<file path="src/smsr_pkg.sv">
/*
 * Constants and types shared by the system mode and status register pair.
 * Assumes a 16-bit peripheral data bus driven by the processor core.
 */
// Operation
// - Status bit 0 mirrors synchronised shutdown pin, forced low while PWM trip active
// - Status bit 1 set after watchdog timeout
// - Status bit 2 reflects polarity pin level
// - Status bit 3 shows current PWM half
// - Mode register at 0x2015, bits six to four
// - Status register at 0x2016, four bits
// - Mode bit 4 selects second receive pin
// - Mode bit 5 enables UART tie-up
`default_nettype none

package smsr_pkg;

    localparam int          SMSR_AW           = 14;
    localparam int          SMSR_DW           = 16;
    localparam logic [13:0] SMSR_MODE_ADDR    = 14'h2015;
    localparam logic [13:0] SMSR_STAT_ADDR    = 14'h2016;
    localparam int          SMSR_MODE_RXSEL   = 4;
    localparam int          SMSR_MODE_UART    = 5;
    localparam int          SMSR_MODE_DBL     = 6;
    localparam int          SMSR_STAT_TRIP    = 0;
    localparam int          SMSR_STAT_WDOG    = 1;
    localparam int          SMSR_STAT_POL     = 2;
    localparam int          SMSR_STAT_HALF    = 3;
    localparam logic [2:0]  SMSR_MODE_RESET   = 3'h0;
    localparam int          SMSR_SYNC_STAGES  = 2;

    // Mode bits in order double update, uart, receive select.
    typedef struct packed
    {
        logic dbl_update;
        logic async_mode_enable;
        logic receive_pin_select;
    } smsr_mode_t;

    // Serial port one pins as seen from the core side.
    typedef struct packed
    {
        logic rx_data;
        logic rx_frame_sync_one;
    } smsr_sport_t;

endpackage : smsr_pkg

`default_nettype wire

</file>
<file path="src/smsr_regs.sv">
/*
 * System mode control and status registers with serial port one pin steering.
 * Assumes the core presents address, write strobe and read strobe in one cycle,
 * and the watchdog pulses wdog_timeout for one cycle on expiry.
 */
`timescale 1ns/100ps
`default_nettype none

module smsr_regs
    import smsr_pkg::*;
(
    input  wire logic              mclk,                 // System clock, 20 MHz.
    input  wire logic              rst_n,                // Asynchronous reset, active low.
    input  wire logic              wdog_reset_n,         // Low while a watchdog reset is applied.
    input  wire logic [SMSR_AW-1:0] addr,                // Peripheral address.
    input  wire logic              wr_en,                // Write strobe.
    input  wire logic              rd_en,                // Read strobe.
    input  wire logic [SMSR_DW-1:0] wdata,               // Write data.
    output var  logic [SMSR_DW-1:0] rdata,               // Read data, registered.
    input  wire logic              pwm_shutdown_pin,     // Shutdown pin, high when no trip.
    input  wire logic              pwm_trip_active,      // Trip active in the PWM block.
    input  wire logic              pwm_polarity_pin,     // Polarity pin.
    input  wire logic              pwm_half_cycle,       // Current PWM half from the generator.
    input  wire logic              wdog_timeout,         // Watchdog timeout pulse.
    input  wire logic              serial_rx_pin_first,  // First receive pin.
    input  wire logic              serial_rx_pin_second, // Second receive pin.
    input  wire logic              rx_frame_sync_pin,    // External receive frame sync input.
    input  wire logic              software_flag_one,    // Core software flag one.
    output var  smsr_sport_t       sport_in,             // Internal serial port one inputs.
    output var  logic              frame_sync_pin_out,   // Drive for frame-sync/ROM-reset pin.
    output var  logic              frame_sync_pin_oe,    // Output enable of that pin.
    output var  logic              pwm_double_update     // Update mode to the PWM generator.
);

    smsr_mode_t mode_r;
    logic       wdog_seen_r;
    logic       trip_sync;
    logic       pol_sync;
    logic [3:0] status;
    logic       rx_sel;

    smsr_sync #(.RESET_VAL(1'b1)) u_trip_sync
    (
        .mclk  (mclk),
        .rst_n (rst_n),
        .din   (pwm_shutdown_pin),
        .dout  (trip_sync)
    );

    smsr_sync #(.RESET_VAL(1'b0)) u_pol_sync
    (
        .mclk  (mclk),
        .rst_n (rst_n),
        .din   (pwm_polarity_pin),
        .dout  (pol_sync)
    );

    // Mode register write; only bits six to four are stored.
    always_ff @(posedge mclk or negedge rst_n)
    begin
        if (!rst_n)
        begin
            mode_r <= SMSR_MODE_RESET;
        end
        else if (wr_en && addr == SMSR_MODE_ADDR)
        begin
            mode_r <= wdata[SMSR_MODE_DBL:SMSR_MODE_RXSEL];
        end
    end

    // Watchdog flag survives the watchdog reset it causes; only power-on reset clears it.
    always_ff @(posedge mclk or negedge rst_n)
    begin
        if (!rst_n)
        begin
            wdog_seen_r <= 1'b0;
        end
        else if (wdog_timeout || !wdog_reset_n)
        begin
            wdog_seen_r <= 1'b1;
        end
    end

    // Status word assembly.
    always_comb
    begin
        status                 = 4'h0;
        status[SMSR_STAT_TRIP] = trip_sync && !pwm_trip_active;
        status[SMSR_STAT_WDOG] = wdog_seen_r;
        status[SMSR_STAT_POL]  = pol_sync;
        status[SMSR_STAT_HALF] = pwm_half_cycle;
    end

    // Registered read port; unmapped addresses return zero.
    always_ff @(posedge mclk or negedge rst_n)
    begin
        if (!rst_n)
        begin
            rdata <= 16'h0000;
        end
        else if (rd_en && addr == SMSR_MODE_ADDR)
        begin
            rdata <= {9'h000, mode_r, 4'h0};
        end
        else if (rd_en && addr == SMSR_STAT_ADDR)
        begin
            rdata <= {12'h000, status};
        end
        else if (rd_en)
        begin
            rdata <= 16'h0000;
        end
    end

    // Serial port one pin steering.
    always_comb
    begin
        rx_sel = mode_r.receive_pin_select ? serial_rx_pin_second : serial_rx_pin_first;
        sport_in.rx_data           = rx_sel;
        sport_in.rx_frame_sync_one = mode_r.async_mode_enable ? rx_sel : rx_frame_sync_pin;
        frame_sync_pin_out         = mode_r.async_mode_enable ? software_flag_one : 1'b0;
        frame_sync_pin_oe          = mode_r.async_mode_enable;
        pwm_double_update          = mode_r.dbl_update;
    end

    // Mode bit 4 routes the second pin.
    rx_select_a: assert property (@(posedge mclk) disable iff (!rst_n)
        mode_r.receive_pin_select |-> sport_in.rx_data == serial_rx_pin_second)
        else $error("receive select routes wrong pin");

    // With mode bit 4 clear the first pin feeds the port.
    rx_first_a: assert property (@(posedge mclk) disable iff (!rst_n)
        !mode_r.receive_pin_select |-> sport_in.rx_data == serial_rx_pin_first)
        else $error("first receive pin not routed");

    // Asynchronous mode ties data to frame sync and hands the pin to flag one.
    uart_tie_a: assert property (@(posedge mclk) disable iff (!rst_n)
        mode_r.async_mode_enable |-> sport_in.rx_frame_sync_one == sport_in.rx_data
        && frame_sync_pin_out == software_flag_one && frame_sync_pin_oe)
        else $error("uart mode tie-up wrong");

    // Outside asynchronous mode the pin is released and frame sync comes from outside.
    uart_off_a: assert property (@(posedge mclk) disable iff (!rst_n)
        !mode_r.async_mode_enable |-> !frame_sync_pin_oe && !frame_sync_pin_out
        && sport_in.rx_frame_sync_one == rx_frame_sync_pin)
        else $error("uart tie-up active while off");

    // A mode write reaches the update mode output one cycle later.
    mode_write_a: assert property (@(posedge mclk) disable iff (!rst_n)
        wr_en && addr == SMSR_MODE_ADDR |=> pwm_double_update == $past(wdata[SMSR_MODE_DBL]))
        else $error("mode write not taken");

    // Without a mode write the mode bits hold, so other addresses cannot disturb them.
    mode_hold_a: assert property (@(posedge mclk) disable iff (!rst_n)
        !(wr_en && addr == SMSR_MODE_ADDR) |=> $stable(mode_r))
        else $error("mode register changed without write");

    // Mode reads return the stored bits in their own positions.
    mode_read_a: assert property (@(posedge mclk) disable iff (!rst_n)
        rd_en && addr == SMSR_MODE_ADDR |=> rdata == {9'h000, $past(mode_r), 4'h0})
        else $error("mode read wrong");

    // Status reads return the four status bits and zero above.
    stat_read_a: assert property (@(posedge mclk) disable iff (!rst_n)
        rd_en && addr == SMSR_STAT_ADDR |=> rdata[3:0] == $past(status) && rdata[15:4] == 12'h000)
        else $error("status read wrong");

    // Reads of any other address return zero.
    unmapped_read_a: assert property (@(posedge mclk) disable iff (!rst_n)
        rd_en && addr != SMSR_MODE_ADDR && addr != SMSR_STAT_ADDR |=> rdata == 16'h0000)
        else $error("unmapped read not zero");

    // Read data holds between reads.
    rdata_hold_a: assert property (@(posedge mclk) disable iff (!rst_n)
        !rd_en |=> $stable(rdata))
        else $error("read data changed without read");

    // A timeout pulse leaves the flag set.
    wdog_sticky_a: assert property (@(posedge mclk) disable iff (!rst_n)
        wdog_timeout |=> status[SMSR_STAT_WDOG] [*2])
        else $error("watchdog flag not sticky");

    // A watchdog reset also marks the timeout.
    wdog_reset_a: assert property (@(posedge mclk) disable iff (!rst_n)
        !wdog_reset_n |=> status[SMSR_STAT_WDOG])
        else $error("watchdog reset not flagged");

    // With no watchdog event the flag stays clear in normal operation.
    wdog_clear_a: assert property (@(posedge mclk) disable iff (!rst_n)
        !wdog_seen_r && !wdog_timeout && wdog_reset_n |=> !wdog_seen_r)
        else $error("watchdog flag set without event");

    // An active trip forces the shutdown bit low at once.
    trip_bit_a: assert property (@(posedge mclk) disable iff (!rst_n)
        pwm_trip_active |-> !status[SMSR_STAT_TRIP])
        else $error("trip bit high during trip");

    // A low shutdown pin reaches the bit through the synchroniser.
    trip_pin_a: assert property (@(posedge mclk) disable iff (!rst_n)
        !pwm_shutdown_pin [*3] |-> !status[SMSR_STAT_TRIP])
        else $error("trip bit ignores low pin");

    // A high shutdown pin with no trip reads as one.
    trip_high_a: assert property (@(posedge mclk) disable iff (!rst_n)
        pwm_shutdown_pin [*3] ##0 !pwm_trip_active |-> status[SMSR_STAT_TRIP])
        else $error("trip bit low with pin high");

    // A high polarity pin reaches the bit through the synchroniser.
    pol_pin_a: assert property (@(posedge mclk) disable iff (!rst_n)
        pwm_polarity_pin [*3] |-> status[SMSR_STAT_POL])
        else $error("polarity bit not following pin");

    // A low polarity pin reads as zero.
    pol_low_a: assert property (@(posedge mclk) disable iff (!rst_n)
        !pwm_polarity_pin [*3] |-> !status[SMSR_STAT_POL])
        else $error("polarity bit not following low pin");

    // A status read shows the half cycle that stood when it was taken.
    half_bit_a: assert property (@(posedge mclk) disable iff (!rst_n)
        rd_en && addr == SMSR_STAT_ADDR |=> rdata[SMSR_STAT_HALF] == $past(pwm_half_cycle))
        else $error("half cycle bit mismatch");

endmodule : smsr_regs

`default_nettype wire

</file>
<file path="src/smsr_sync.sv">
/*
 * Two flip-flop level synchroniser for one pin.
 * Assumes the pin may change at any time relative to mclk.
 */
`timescale 1ns/100ps
`default_nettype none

module smsr_sync
    import smsr_pkg::*;
#(
    parameter logic RESET_VAL = 1'b0
)
(
    input  wire logic mclk,  // System clock.
    input  wire logic rst_n, // Asynchronous reset, active low.
    input  wire logic din,   // Raw pin level.
    output var  logic dout   // Synchronised level.
);

    logic meta_r;

    // First stage feeds only the second stage.
    always_ff @(posedge mclk or negedge rst_n)
    begin
        if (!rst_n)
        begin
            meta_r <= RESET_VAL;
            dout   <= RESET_VAL;
        end
        else
        begin
            meta_r <= din;
            dout   <= meta_r;
        end
    end

endmodule : smsr_sync

`default_nettype wire
</file>
<file path="config.mk">
export PLATFORM = sky130hd
export DESIGN_NAME = smsr_regs
export DESIGN_NICKNAME = d
export VERILOG_FILES = /design/src/smsr_pkg.sv /design/src/smsr_regs.sv /design/src/smsr_sync.sv
export SDC_FILE = /design/constraint.sdc
export NUM_CORES = 1
export LEC_CHECK = 0
export ABC_AREA = 1
export BUFFER_PORTS_ARGS = -buffer_cell sky130_fd_sc_hd__buf_4
export CORE_AREA = 2 2 48 50
export DETAILED_ROUTE_END_ITERATION = 10
export DIE_AREA = 0 0 50 52
export HOLD_SLACK_MARGIN = 0.03
export PLACE_DENSITY = 0.8
export SYNTH_ARGS = -nofsm -noshare
export SYNTH_HDL_FRONTEND = slang
export SYNTH_HIERARCHICAL = 1
export SYNTH_SLANG_ARGS = --single-unit
</file>
<file path="constraint.sdc">
create_clock -name mclk -period 1.2 [get_ports mclk]
set_input_delay 0 -clock mclk [delete_from_list [all_inputs] [get_ports mclk]]
set_output_delay 0 -clock mclk [all_outputs]
set_load 0.005 [all_outputs]
</file>
# --- Word-level counts from Yosys, hierarchy flattened ---
# Cells that the tools add are included.
word_totals:
  output_inout_bits: 21
  elab_cells: 25
  ff_bits: 24
  input_bits: 44
classes:
  muxes: 6
  n_reduce_logical: 8
  eq_ne: 2
ops:
  columns: ["operator", "n"]
  rows:
  - ["$mux W16", 3]
  - ["$eq A14 B14 Y1 const B", 2]
  - ["$logic_and A1 B1 Y1", 4]
  - ["$mux W1", 3]
  - ["$reduce_bool A3 Y1", 1]
  - ["$logic_not A1 Y1", 2]
  - ["$logic_or A1 B1 Y1", 1]

# --- Longest topological paths before layout ---
# Gate-level depths: netlist of the first run.
logic_depth:
  word_depth: 4
  depth_mapped: 7
  depth_no_buf: 7

# --- Hierarchy ---
# Netlist of the first run, hierarchy kept.
modules_own_cells:
  columns: ["mod", "area_per_inst_um2", "seq_area_each_um2", "cells_per_inst", "instances"]
  rows:
  - ["smsr_regs", 703.2, 275.3, 89, 1]
  - ["smsr_sync (u_trip_sync)", 52.6, 52.6, 2, 1]
  - ["smsr_sync (u_pol_sync)", 50.0, 50.0, 2, 1]

# --- Least setup slack after synthesis of the first run ---
# Ideal clock, no wire load.
synth_timing:
  kind: "reg-to-reg"
  from: "register u_trip_sync.dout"
  to: "register rdata[0]"
  slack_ns: 0.402
  arrival_ns: 0.733
  n_path_buf: 0
  setup_ns: 0.065
  required_time_ns: 1.135
  path_stages_with_launch: 5
  synth_period_minus_slack_ns: 0.798
  path_cell_list: "dfstp_2 -> inv_1 -> nor2_1 -> nand4_1 -> nand2_1"
synth_between:
  elab_chain_len: 3
synth_rtl:
  columns: ["item", "line", "source"]
  rows:
  - ["start, declared", "smsr_sync.sv:17", "output var logic dout"]
  - ["start signal, assigned", "smsr_sync.sv:33", "dout <= meta_r;"]
  - ["$logic_and A1 B1 Y1", "smsr_regs.sv:88", "status[SMSR_STAT_TRIP] = trip_sync && !pwm_trip_active;"]
  - ["$mux W16", "smsr_regs.sv:105", "else if (rd_en && addr == SMSR_STAT_ADDR)"]
  - ["$mux W16", "smsr_regs.sv:101", "else if (rd_en && addr == SMSR_MODE_ADDR)"]
  - ["end signal, assigned", "smsr_regs.sv:103", "rdata <= {9'h000, mode_r, 4'h0};"]
  - ["end signal, assigned", "smsr_regs.sv:107", "rdata <= {12'h000, status};"]
  - ["end, declared", "smsr_regs.sv:19", "output var logic [SMSR_DW-1:0] rdata,"]
# No other way between the ends.
# A chain may end at the register's enable or synchronous reset.

==> results of run 1 <==
## stage by stage
stage / hold WS [ns] / instance area [um2] / cells / setup slack, ns / util (%)
after global placement: -0.1452 / 1111 / 161 / 0.2781 / 52.76
after CTS: 0.03131 / 1294 / 180 / -0.02488 / 61.44
after detailed placement: -0.1384 / 1111 / 161 / 0.2326 / 52.76
after global routing: 0.04028 / 1286 / 179 / -0.08587 / 61.08
after floorplan: -0.2956 / 835.8 / 101 / 0.4023 / -
final: 0.04271 / 1286 / 179 / -0.01997 / 61.08
## cell families (layout without fill, tap and decap cells)
logic type / after synthesis / in the layout / synth area share, %
compound gates: 1 / 1 / 0.6205
mux: 1 / 1 / 1.397
buf+inv: 21 / 71 / 14.44
flops: 15 / 15 / 46.89
other cells: 1 / 9 / 0.4654
simple gates: 54 / 54 / 36.18
## cell usage in the layout, fill, tap and decap left out, drive strengths merged
cell,n
buf,44
clkbuf,4
conb,9
dfrtp,13
dfstp,2
dlygate4sd3,12
inv,11
mux2,1
nand2,27
nand3,6
nand4,7
nor2,14
o21ai,1
## tightest hold or removal path: stages
cell and delay (ns):
buf_4 0.13, nand4_1 0.09, nand2_1 0.06
## sequential cells by signal, indices dropped and copies added, names as in the netlist
register	flops
mode_r	1
u_pol_sync/dout	1
rdata	7
wdog_seen_r	1
pwm_double_update	1
u_trip_sync/dout	1
frame_sync_pin_oe	1
u_pol_sync/meta_r	1
u_trip_sync/meta_r	1
## what timing repair did
action	CTS	global route
endpoints found under the hold margin	23	0
buffers inserted	2	0
setup endpoints to repair	1	2
pin swaps	1	1
resized for setup	4	1
hold buffers	13	0
## per-layer routing
layer | wire (um) | vias up | global-route usage, %
met5 | 0 | - | 0
met4 | 99 | 0 | 13.43
met3 | 112 | 12 | 1.437
met2 | 1238 | 41 | 35.96
met1 | 717 | 358 | 16.58
li1 | - | 386 | -
## worst min-delay path by stage
stage | start | endpoint | slack [ns] | cells past startpoint
3_3_place_gp | rst_n | rdata[6] | -0.15 | 1
4_1_cts | wr_en | frame_sync_pin_oe | 0.03 | 3
2_1_floorplan | rst_n | frame_sync_pin_oe | -0.30 | 0
3_5_place_dp | rst_n | rdata[6] | -0.14 | 1
6_report | wr_en | frame_sync_pin_oe | 0.04 | 3
5_1_grt | wr_en | frame_sync_pin_oe | 0.04 | 3
## final cells by class
type                       instances  area share [%]
sequential                        15           29.38
tap                               28           2.724
clock buffer                       4           2.043
multi-input combinational         65           27.33
inverter                          11           3.210
timing repair buffer              56           35.31
## report_power, final
part	internal [uW]	switching [uW]	total, uW
Sequential	515	2.14	517
Clock	129	150	279
Combinational	107	75.3	182
Total	750	227	978
==> results.json, run 1 <==
{
  "critical_path_required_ns": 1.20,
  "drc": 0,
  "vdd_drop_max_v": 0.0007222,
  "ff2ff_path_depth": 4,
  "ys_seq_elements": 15,
  "start_util_pct": 38.27,
  "ys_types": 17,
  "yosysTopAreaCell": "dfrtp_1",
  "design.core.area_mm2": 0.002106,
  "num_antenna_cells": 0,
  "cts_tree": "yes",
  "report.final.slew_viol_count": 0,
  "wl_mm": 2.167,
  "htreeDepth": 1,
  "syn_inst": 93,
  "syn_area_per_cell_um2": 8.664,
  "die_area_mm2": 0.002600,
  "cts.sinks": 15,
  "cts-root-buf": "clkbuf_4",
  "r2r_slack_ns": 0.31,
  "io_buffers": 42,
  "final_hold_viol_count": 0,
  "grt_use_total_pct": 17.94,
  "async_reset_ff_share_pct": 100.0,
  "yosysMostFrequentCell": "nand2_1",
  "crit_start": "mode_r[0]",
  "leakagePower_uw": 0.0007096,
  "antenna_found_initial": 0,
  "drive_gt1_share_pct": 43.71,
  "drtAntennaViolNets": 0,
  "numCtsBuffers": 3,
  "path_class": "reg2out",
  "startpoint_type": "flip-flop",
  "synthesis.area_um2": 805.8,
  "grt-ovfl-total": 0,
  "nNetsFinal": 196,
  "grt_pass1_wl_mm": 3.443,
  "setup_ws_ns": -0.01997,
  "r2r-end": "rdata[0]",
  "cp.depth": 4,
  "clockBufferDepth": 2,
  "fin_crit_ns": 1.220,
  "rsz0062_at_grt": "true",
  "synth.yosys.warnings": 6,
  "num_rows": 17,
  "wl_per_cell_um": 12.11,
  "setup_violations": 1,
  "skew_ns": 0.003182,
  "clk_pin_slew_ns": 0.08,
  "min_path_type": "in2reg",
  "first_pass_iters": 5,
  "r2r_start": "u_trip_sync/dout",
  "routabilityCongestion": 0.7139,
  "post-route-period-util_pct": 101.7,
  "synth_top_flop_cell": "dfrtp_1",
  "status": "finished, violations left",
  "fin_tns_setup_ns": -0.01997,
  "p_total_uw": 977.6,
  "max_stage_delay_ns": 0.43,
  "clkLatencyLatePin_ns": 0.28,
  "area_delta_synth_final_pct": 59.63,
  "multiInputGateArea_um2": 351.6,
  "pin_count": 65,
  "violations": "setup timing",
  "crit_slowest_cell": "dfrtp_1",
  "worstPathMaxFanout": 3,
  "synthTopCellsByCount": "nand2_1, dfrtp_1, buf_4",
  "grt_pass1_vias": 850,
  "max_freq_ghz": 0.8197,
  "synth-edff-count": 0,
  "fillers": 182,
  "crit_chain": "nand2_2 > o21ai_2 > mux2_4 > buf_6",
  "timing.critical_path.to": "sport_in[0]",
  "yosys-top-cells-area": "dfrtp_1, nand2_1, buf_4",
  "cpLargestDelayFamily": "flip-flops",
  "cap_violations": 0,
  "synth-seq-area-share_pct": 46.89,
  "seq_area_um2": 377.9,
  "grt_max_degree": 16,
  "via_per_inst": 4.453,
  "p_per_area_mw_per_mm2": 760.1,
  "die_width_um": 50,
  "path_buf_inv": 1,
  "end_kind": "output port",
  "dp_hpwl_mm": 1.599,
  "yosys.area.top_type_share_pct": 40.37,
  "fp.dieH_um": 52,
  "drt_iter0_markers": 11,
  "cp.arrival_ns": 1.22,
  "vias": 797
}
Note: power is estimated with default switching activity, not from simulation.
==> run 2, diff against run 1 <==
ABC_AREA = default   (was 1)
CORE_AREA = 2 2 47 49   (was 2 2 48 50)
DIE_AREA = 0 0 49 51   (was 0 0 50 52)
SLEW_MARGIN = 5   (was default)
==> results.json, run 2 <==
{
  "yosys.area.top_type_share_pct": 43.48,
  "post-route-period-util_pct": 114.1,
  "vdd_drop_max_v": 0.0008101,
  "die_area_mm2": 0.002499,
  "hold_ws_ns": 0.06073,
  "nNetsFinal": 167,
  "num_antenna_cells": 0,
  "routabilityCongestion": 0.6814,
  "startpoint_type": "flip-flop",
  "min_path_type": "in2reg",
  "async_reset_ff_share_pct": 100.0,
  "drive_gt1_share_pct": 49.18,
  "synth-seq-area-share_pct": 50.50,
  "grt_max_degree": 16,
  "critical_path_required_ns": 1.20,
  "setup_violations": 1,
  "p_per_area_mw_per_mm2": 779.3,
  "htreeDepth": 1,
  "synth-edff-count": 0,
  "leakagePower_uw": 0.0006266,
  "drtAntennaViolNets": 0,
  "end_kind": "output port",
  "final_core_utilization_pct": 59.37,
  "cts.sinks": 15,
  "via_per_inst": 4.287,
  "vias": 643,
  "area_delta_synth_final_pct": 63.71,
  "rsz0062_at_grt": "true",
  "worstPathMaxFanout": 2,
  "p_switching_uw": 210.2,
  "cts-root-buf": "clkbuf_4",
  "ys_seq_elements": 15,
  "die_width_um": 49,
  "numCtsBuffers": 3,
  "hold_path_depth": 4,
  "p_clk_share_pct": 28.8,
  "fin_cells": 150,
  "clk_pin_slew_ns": 0.08,
  "syn_inst": 65,
  "pre_cts_ws_ns": 0.08285,
  "num_rows": 17,
  "path_class": "reg2out",
  "seq_area_um2": 377.9,
  "p_comb_share_pct": 17.1,
  "fp.dieH_um": 51,
  "skew_ns": 0.003584,
  "setup_ws_ns": -0.1688,
  "largest_reg_flops": 7,
  "yosysMostFrequentCell": "dfrtp_1",
  "final_hold_viol_count": 0,
  "violations": "setup timing",
  "cap_violations": 0,
  "dp.cells": 132,
  "fin_crit_ns": 1.369,
  "seqPwrFrac_pct": 54.1,
  "clkLatencyLatePin_ns": 0.28,
  "fillers": 171,
  "pin_count": 65,
  "wl_per_cell_um": 10.98,
  "layout_commonest_cell": "buf_4",
  "max_freq_ghz": 0.7306,
  "grt_pass1_wl_mm": 2.766,
  "ff2ff_path_depth": 3,
  "multiInputGateArea_um2": 287.8,
  "report.final.slew_viol_count": 0,
  "cts_tree": "yes",
  "yosysTopAreaCell": "dfrtp_1",
  "place_area_mm2": 0.001050,
  "dp_hpwl_mm": 1.185,
  "drc": 0,
  "p_int_uw": 744.4,
  "io_buffers": 42,
  "yosys-top-cells-area": "dfrtp_1, buf_4, dfstp_2",
  "grt_pass1_vias": 661,
  "synth_top_flop_cell": "dfrtp_1",
  "synth.yosys.warnings": 6,
  "synthTopCellsByCount": "dfrtp_1, inv_1, buf_4",
  "wl_mm": 1.647,
  "top_register": "rdata",
  "syn_area_per_cell_um2": 11.51,
  "drt_iter0_markers": 0,
  "grt-ovfl-total": 0,
  "status": "finished, violations left",
  "finalInstanceArea_mm2": 0.001225,
  "p_sw_share_pct": 22.02,
  "grt_use_total_pct": 14.39,
  "ys_types": 20,
  "cp.arrival_ns": 1.37,
  "design.core.area_mm2": 0.002063,
  "mostFrequentLayoutCells": "buf_4, dfrtp_1, inv_1, dlygate4sd3_1, conb_1",
  "first_pass_iters": 1,
  "start_util_pct": 36.26,
  "clockBufferDepth": 2,
  "synthesis.area_um2": 748.2,
  "antenna_found_initial": 0
}
==> run 2: cell type report <==
class	count	share of cell area, %
clock buffers	3	1.839
clock inverters	1	0.4086
inverters	11	3.371
multi-input cells	36	23.49
flip-flops and latches	15	30.85
well taps	28	2.860
repair buffers	56	37.18
==> run 2: cells by family (layout without fill, tap and decap cells) <==
kind of cell / Yosys count / count (layout) / synth area share, %
buffers and inverters: 22 / 71 / 16.05
DFF: 15 / 15 / 50.50
and+or+nand+nor: 15 / 15 / 18.23
AOI/OAI and AO/OA: 7 / 7 / 7.192
muxes: 5 / 5 / 7.525
other: 1 / 9 / 0.5012
==> run 2: worst max-delay path: stages (launching register included) <==
cell,delay [ns]
dfrtp_1,0.40
mux2_4,0.31
mux2_4,0.26
buf_6,0.11
==> run 2: layer usage <==
| metal | global-route usage (%) | part of all wire, % | vias to the layer above |
|---|---|---|---|
| li1 | - | - | 315 |
| met1 | 14.50 | 37 | 298 |
| met2 | 27.85 | 55 | 28 |
| met3 | 5.848 | 6.9 | 2 |
| met4 | 2.857 | 1.2 | 0 |
| met5 | 0 | 0 | - |
==> run 2: what timing repair did <==
action,CTS,global route
setup buffers,1,2
endpoints found under the setup margin,1,2
hold buffers,11,0
pin swaps,0,1
resized for setup,3,1
endpoints found under the hold margin,28,0
==> run 2: path summary, 6_finish.rpt <==
check                                  startpoint                  to  slack (ns)
worst min register to register  u_pol_sync/meta_r     u_pol_sync/dout        0.36
min in group asynchronous                   rst_n   pwm_double_update        0.10
worst max register to register          mode_r[0]           mode_r[0]        0.18
worst min-delay path                     addr[12]            rdata[5]        0.06
max in group asynchronous                   rst_n  u_trip_sync/meta_r        0.87
worst max-delay path                    mode_r[0]         sport_in[0]       -0.17
==> run 2: per-stage QoR <==
step	power [uW]	setup TNS, ns
after CTS	968.3	-0.1885
after detailed placement	655.3	0
after global placement	652.1	0
after floorplan	580.3	0
final	954.5	-0.1688
after global routing	1017	-0.2430
==> run 2: power groups by stage <==
stage,registers [uW],logic (uW),clock network (uW)
floorplan,526,54.5,0
global placement,526,126,0
detailed placement,526,129,0
CTS,517,161,290
global route,517,179,320
finish,516,164,275
==> run 3, diff against run 2 <==
RECOVER_POWER = 25   (was default)
==> results.json, run 3 (synthesized netlist as in run 2, its figures left out) <==
{
  "dp_hpwl_mm": 1.185,
  "area_delta_synth_final_pct": 63.21,
  "drc": 0,
  "crit_slowest_cell": "dfrtp_1",
  "fillers": 173,
  "wl_mm": 1.647,
  "num_rows": 17,
  "grt-ovfl-total": 0,
  "clockBufferDepth": 2,
  "cts_tree": "yes",
  "worst_pin_slew_ns": 0.7622,
  "cts-root-buf": "clkbuf_4",
  "drive_gt1_share_pct": 48.36,
  "mostFrequentLayoutCells": "buf_4, dfrtp_1, inv_1, dlygate4sd3_1, conb_1",
  "nNetsFinal": 167,
  "grt_max_degree": 16,
  "slew_headroom_pct": 49.18,
  "drt_iter0_markers": 0,
  "multiInputGateArea_um2": 287.8,
  "largest_reg_flops": 7,
  "cts.sinks": 15,
  "grt_pass1_vias": 661,
  "clk_pin_slew_ns": 0.08,
  "report.final.slew_viol_count": 0,
  "die_area_mm2": 0.002499,
  "worstPathMaxFanout": 2,
  "path_class": "reg2out",
  "max_stage_delay_ns": 0.40,
  "layout_commonest_cell": "buf_4",
  "routabilityCongestion": 0.6814,
  "critical_path_required_ns": 1.20,
  "min_path_type": "in2reg",
  "first_pass_iters": 1,
  "grt_pass1_wl_mm": 2.766,
  "post-route-period-util_pct": 114.1,
  "end_kind": "output port",
  "startpoint_type": "flip-flop",
  "cpMostUsedCell": "mux2_4",
  "fin_tns_setup_ns": -0.1690,
  "design.core.area_mm2": 0.002063,
  "skew_ns": 0.003610,
  "setup_violations": 1,
  "violations": "setup timing",
  "max_freq_ghz": 0.7305,
  "final_core_utilization_pct": 59.19,
  "cp.arrival_ns": 1.37,
  "htreeDepth": 1,
  "cap_violations": 0,
  "p_per_area_mw_per_mm2": 780.4,
  "setup_ws_ns": -0.1690,
  "status": "finished, violations left",
  "clkLatencyLatePin_ns": 0.28,
  "antenna_found_initial": 0,
  "fp.dieH_um": 51,
  "grt_use_total_pct": 14.39,
  "leakagePower_uw": 0.0006230,
  "vdd_drop_max_v": 0.0008104,
  "pin_count": 65,
  "crit_chain": "mux2_4 > mux2_4 > buf_6",
  "io_buffers": 42,
  "seq_area_um2": 377.9,
  "vias": 639,
  "numCtsBuffers": 3,
  "via_per_inst": 4.260,
  "die_width_um": 49,
  "start_util_pct": 36.26,
  "fin_crit_ns": 1.369,
  "rsz0062_at_grt": "true",
  "num_antenna_cells": 0,
  "wl_per_cell_um": 10.98,
  "drtAntennaViolNets": 0,
  "top_register": "rdata",
  "final_hold_viol_count": 0
}
==> run 3: power breakdown <==
| group | switching, uW | internal [uW] | leakage, uW |
|---|---|---|---|
| Clock | 151 | 124 | 0.0000177 |
| Combinational | 57.2 | 105 | 0.000412 |
| Sequential | 1.81 | 515 | 0.000193 |
==> run 3: path summary, 6_finish.rpt <==
check / from / end / slack [ns] / cells past startpoint
min in group asynchronous: rst_n / pwm_double_update / 0.30 / 2
worst max register to register: mode_r[0] / mode_r[0] / 0.18 / 3
worst min register to register: u_pol_sync/meta_r / u_pol_sync/dout / 0.36 / 0
worst max-delay path: mode_r[0] / sport_in[0] / -0.17 / 3
max in group asynchronous: rst_n / rdata[1] / 0.43 / 2
worst min-delay path: addr[12] / rdata[5] / 0.06 / 4
==> run 3: area by class of cell <==
class | count | area share (%)
clock buffers | 3 | 1.844
clock inverters | 1 | 0.4098
inverters | 11 | 3.381
multi-input cells | 36 | 23.57
flip-flops and latches | 15 | 30.94
well taps | 28 | 2.869
repair buffers | 56 | 36.99
==> run 3: critical path: cells and delay by family, from the launching register on <==
family / cells / cell delay (ns)
mux: 2 / 0.57
flops: 1 / 0.40
buf+inv: 1 / 0.11
==> run 3: what timing repair did <==
action	in CTS	in global routing
setup endpoints to repair	1	2
gates resized for setup	3	1
buffers inserted	1	2
hold endpoints to repair	28	0
pin swaps	0	1
hold buffers	11	0
==> run 3: through the flow <==
stage / power [uW] / hold WS (ns) / instances / instance area [um2] / worst slack [ns]
after floorplan: 580.3 / -0.2956 / 73 / 778.2 / 0.2593
after global placement: 652.1 / -0.1418 / 132 / 1050 / 0.09450
after detailed placement: 655.3 / -0.1376 / 132 / 1050 / 0.08285
after CTS: 968.3 / 0.05145 / 148 / 1206 / -0.1885
after global routing: 1015 / 0.05869 / 150 / 1221 / -0.2265
final: 953.0 / 0.06054 / 150 / 1221 / -0.1690
==> run 3: layer usage <==
metal | vias up | track usage, % | share of wire [%]
met5 | - | 0 | 0
met3 | 2 | 5.848 | 6.9
met2 | 28 | 27.85 | 55
met4 | 0 | 2.857 | 1.2
met1 | 294 | 14.50 | 37
li1 | 315 | - | -
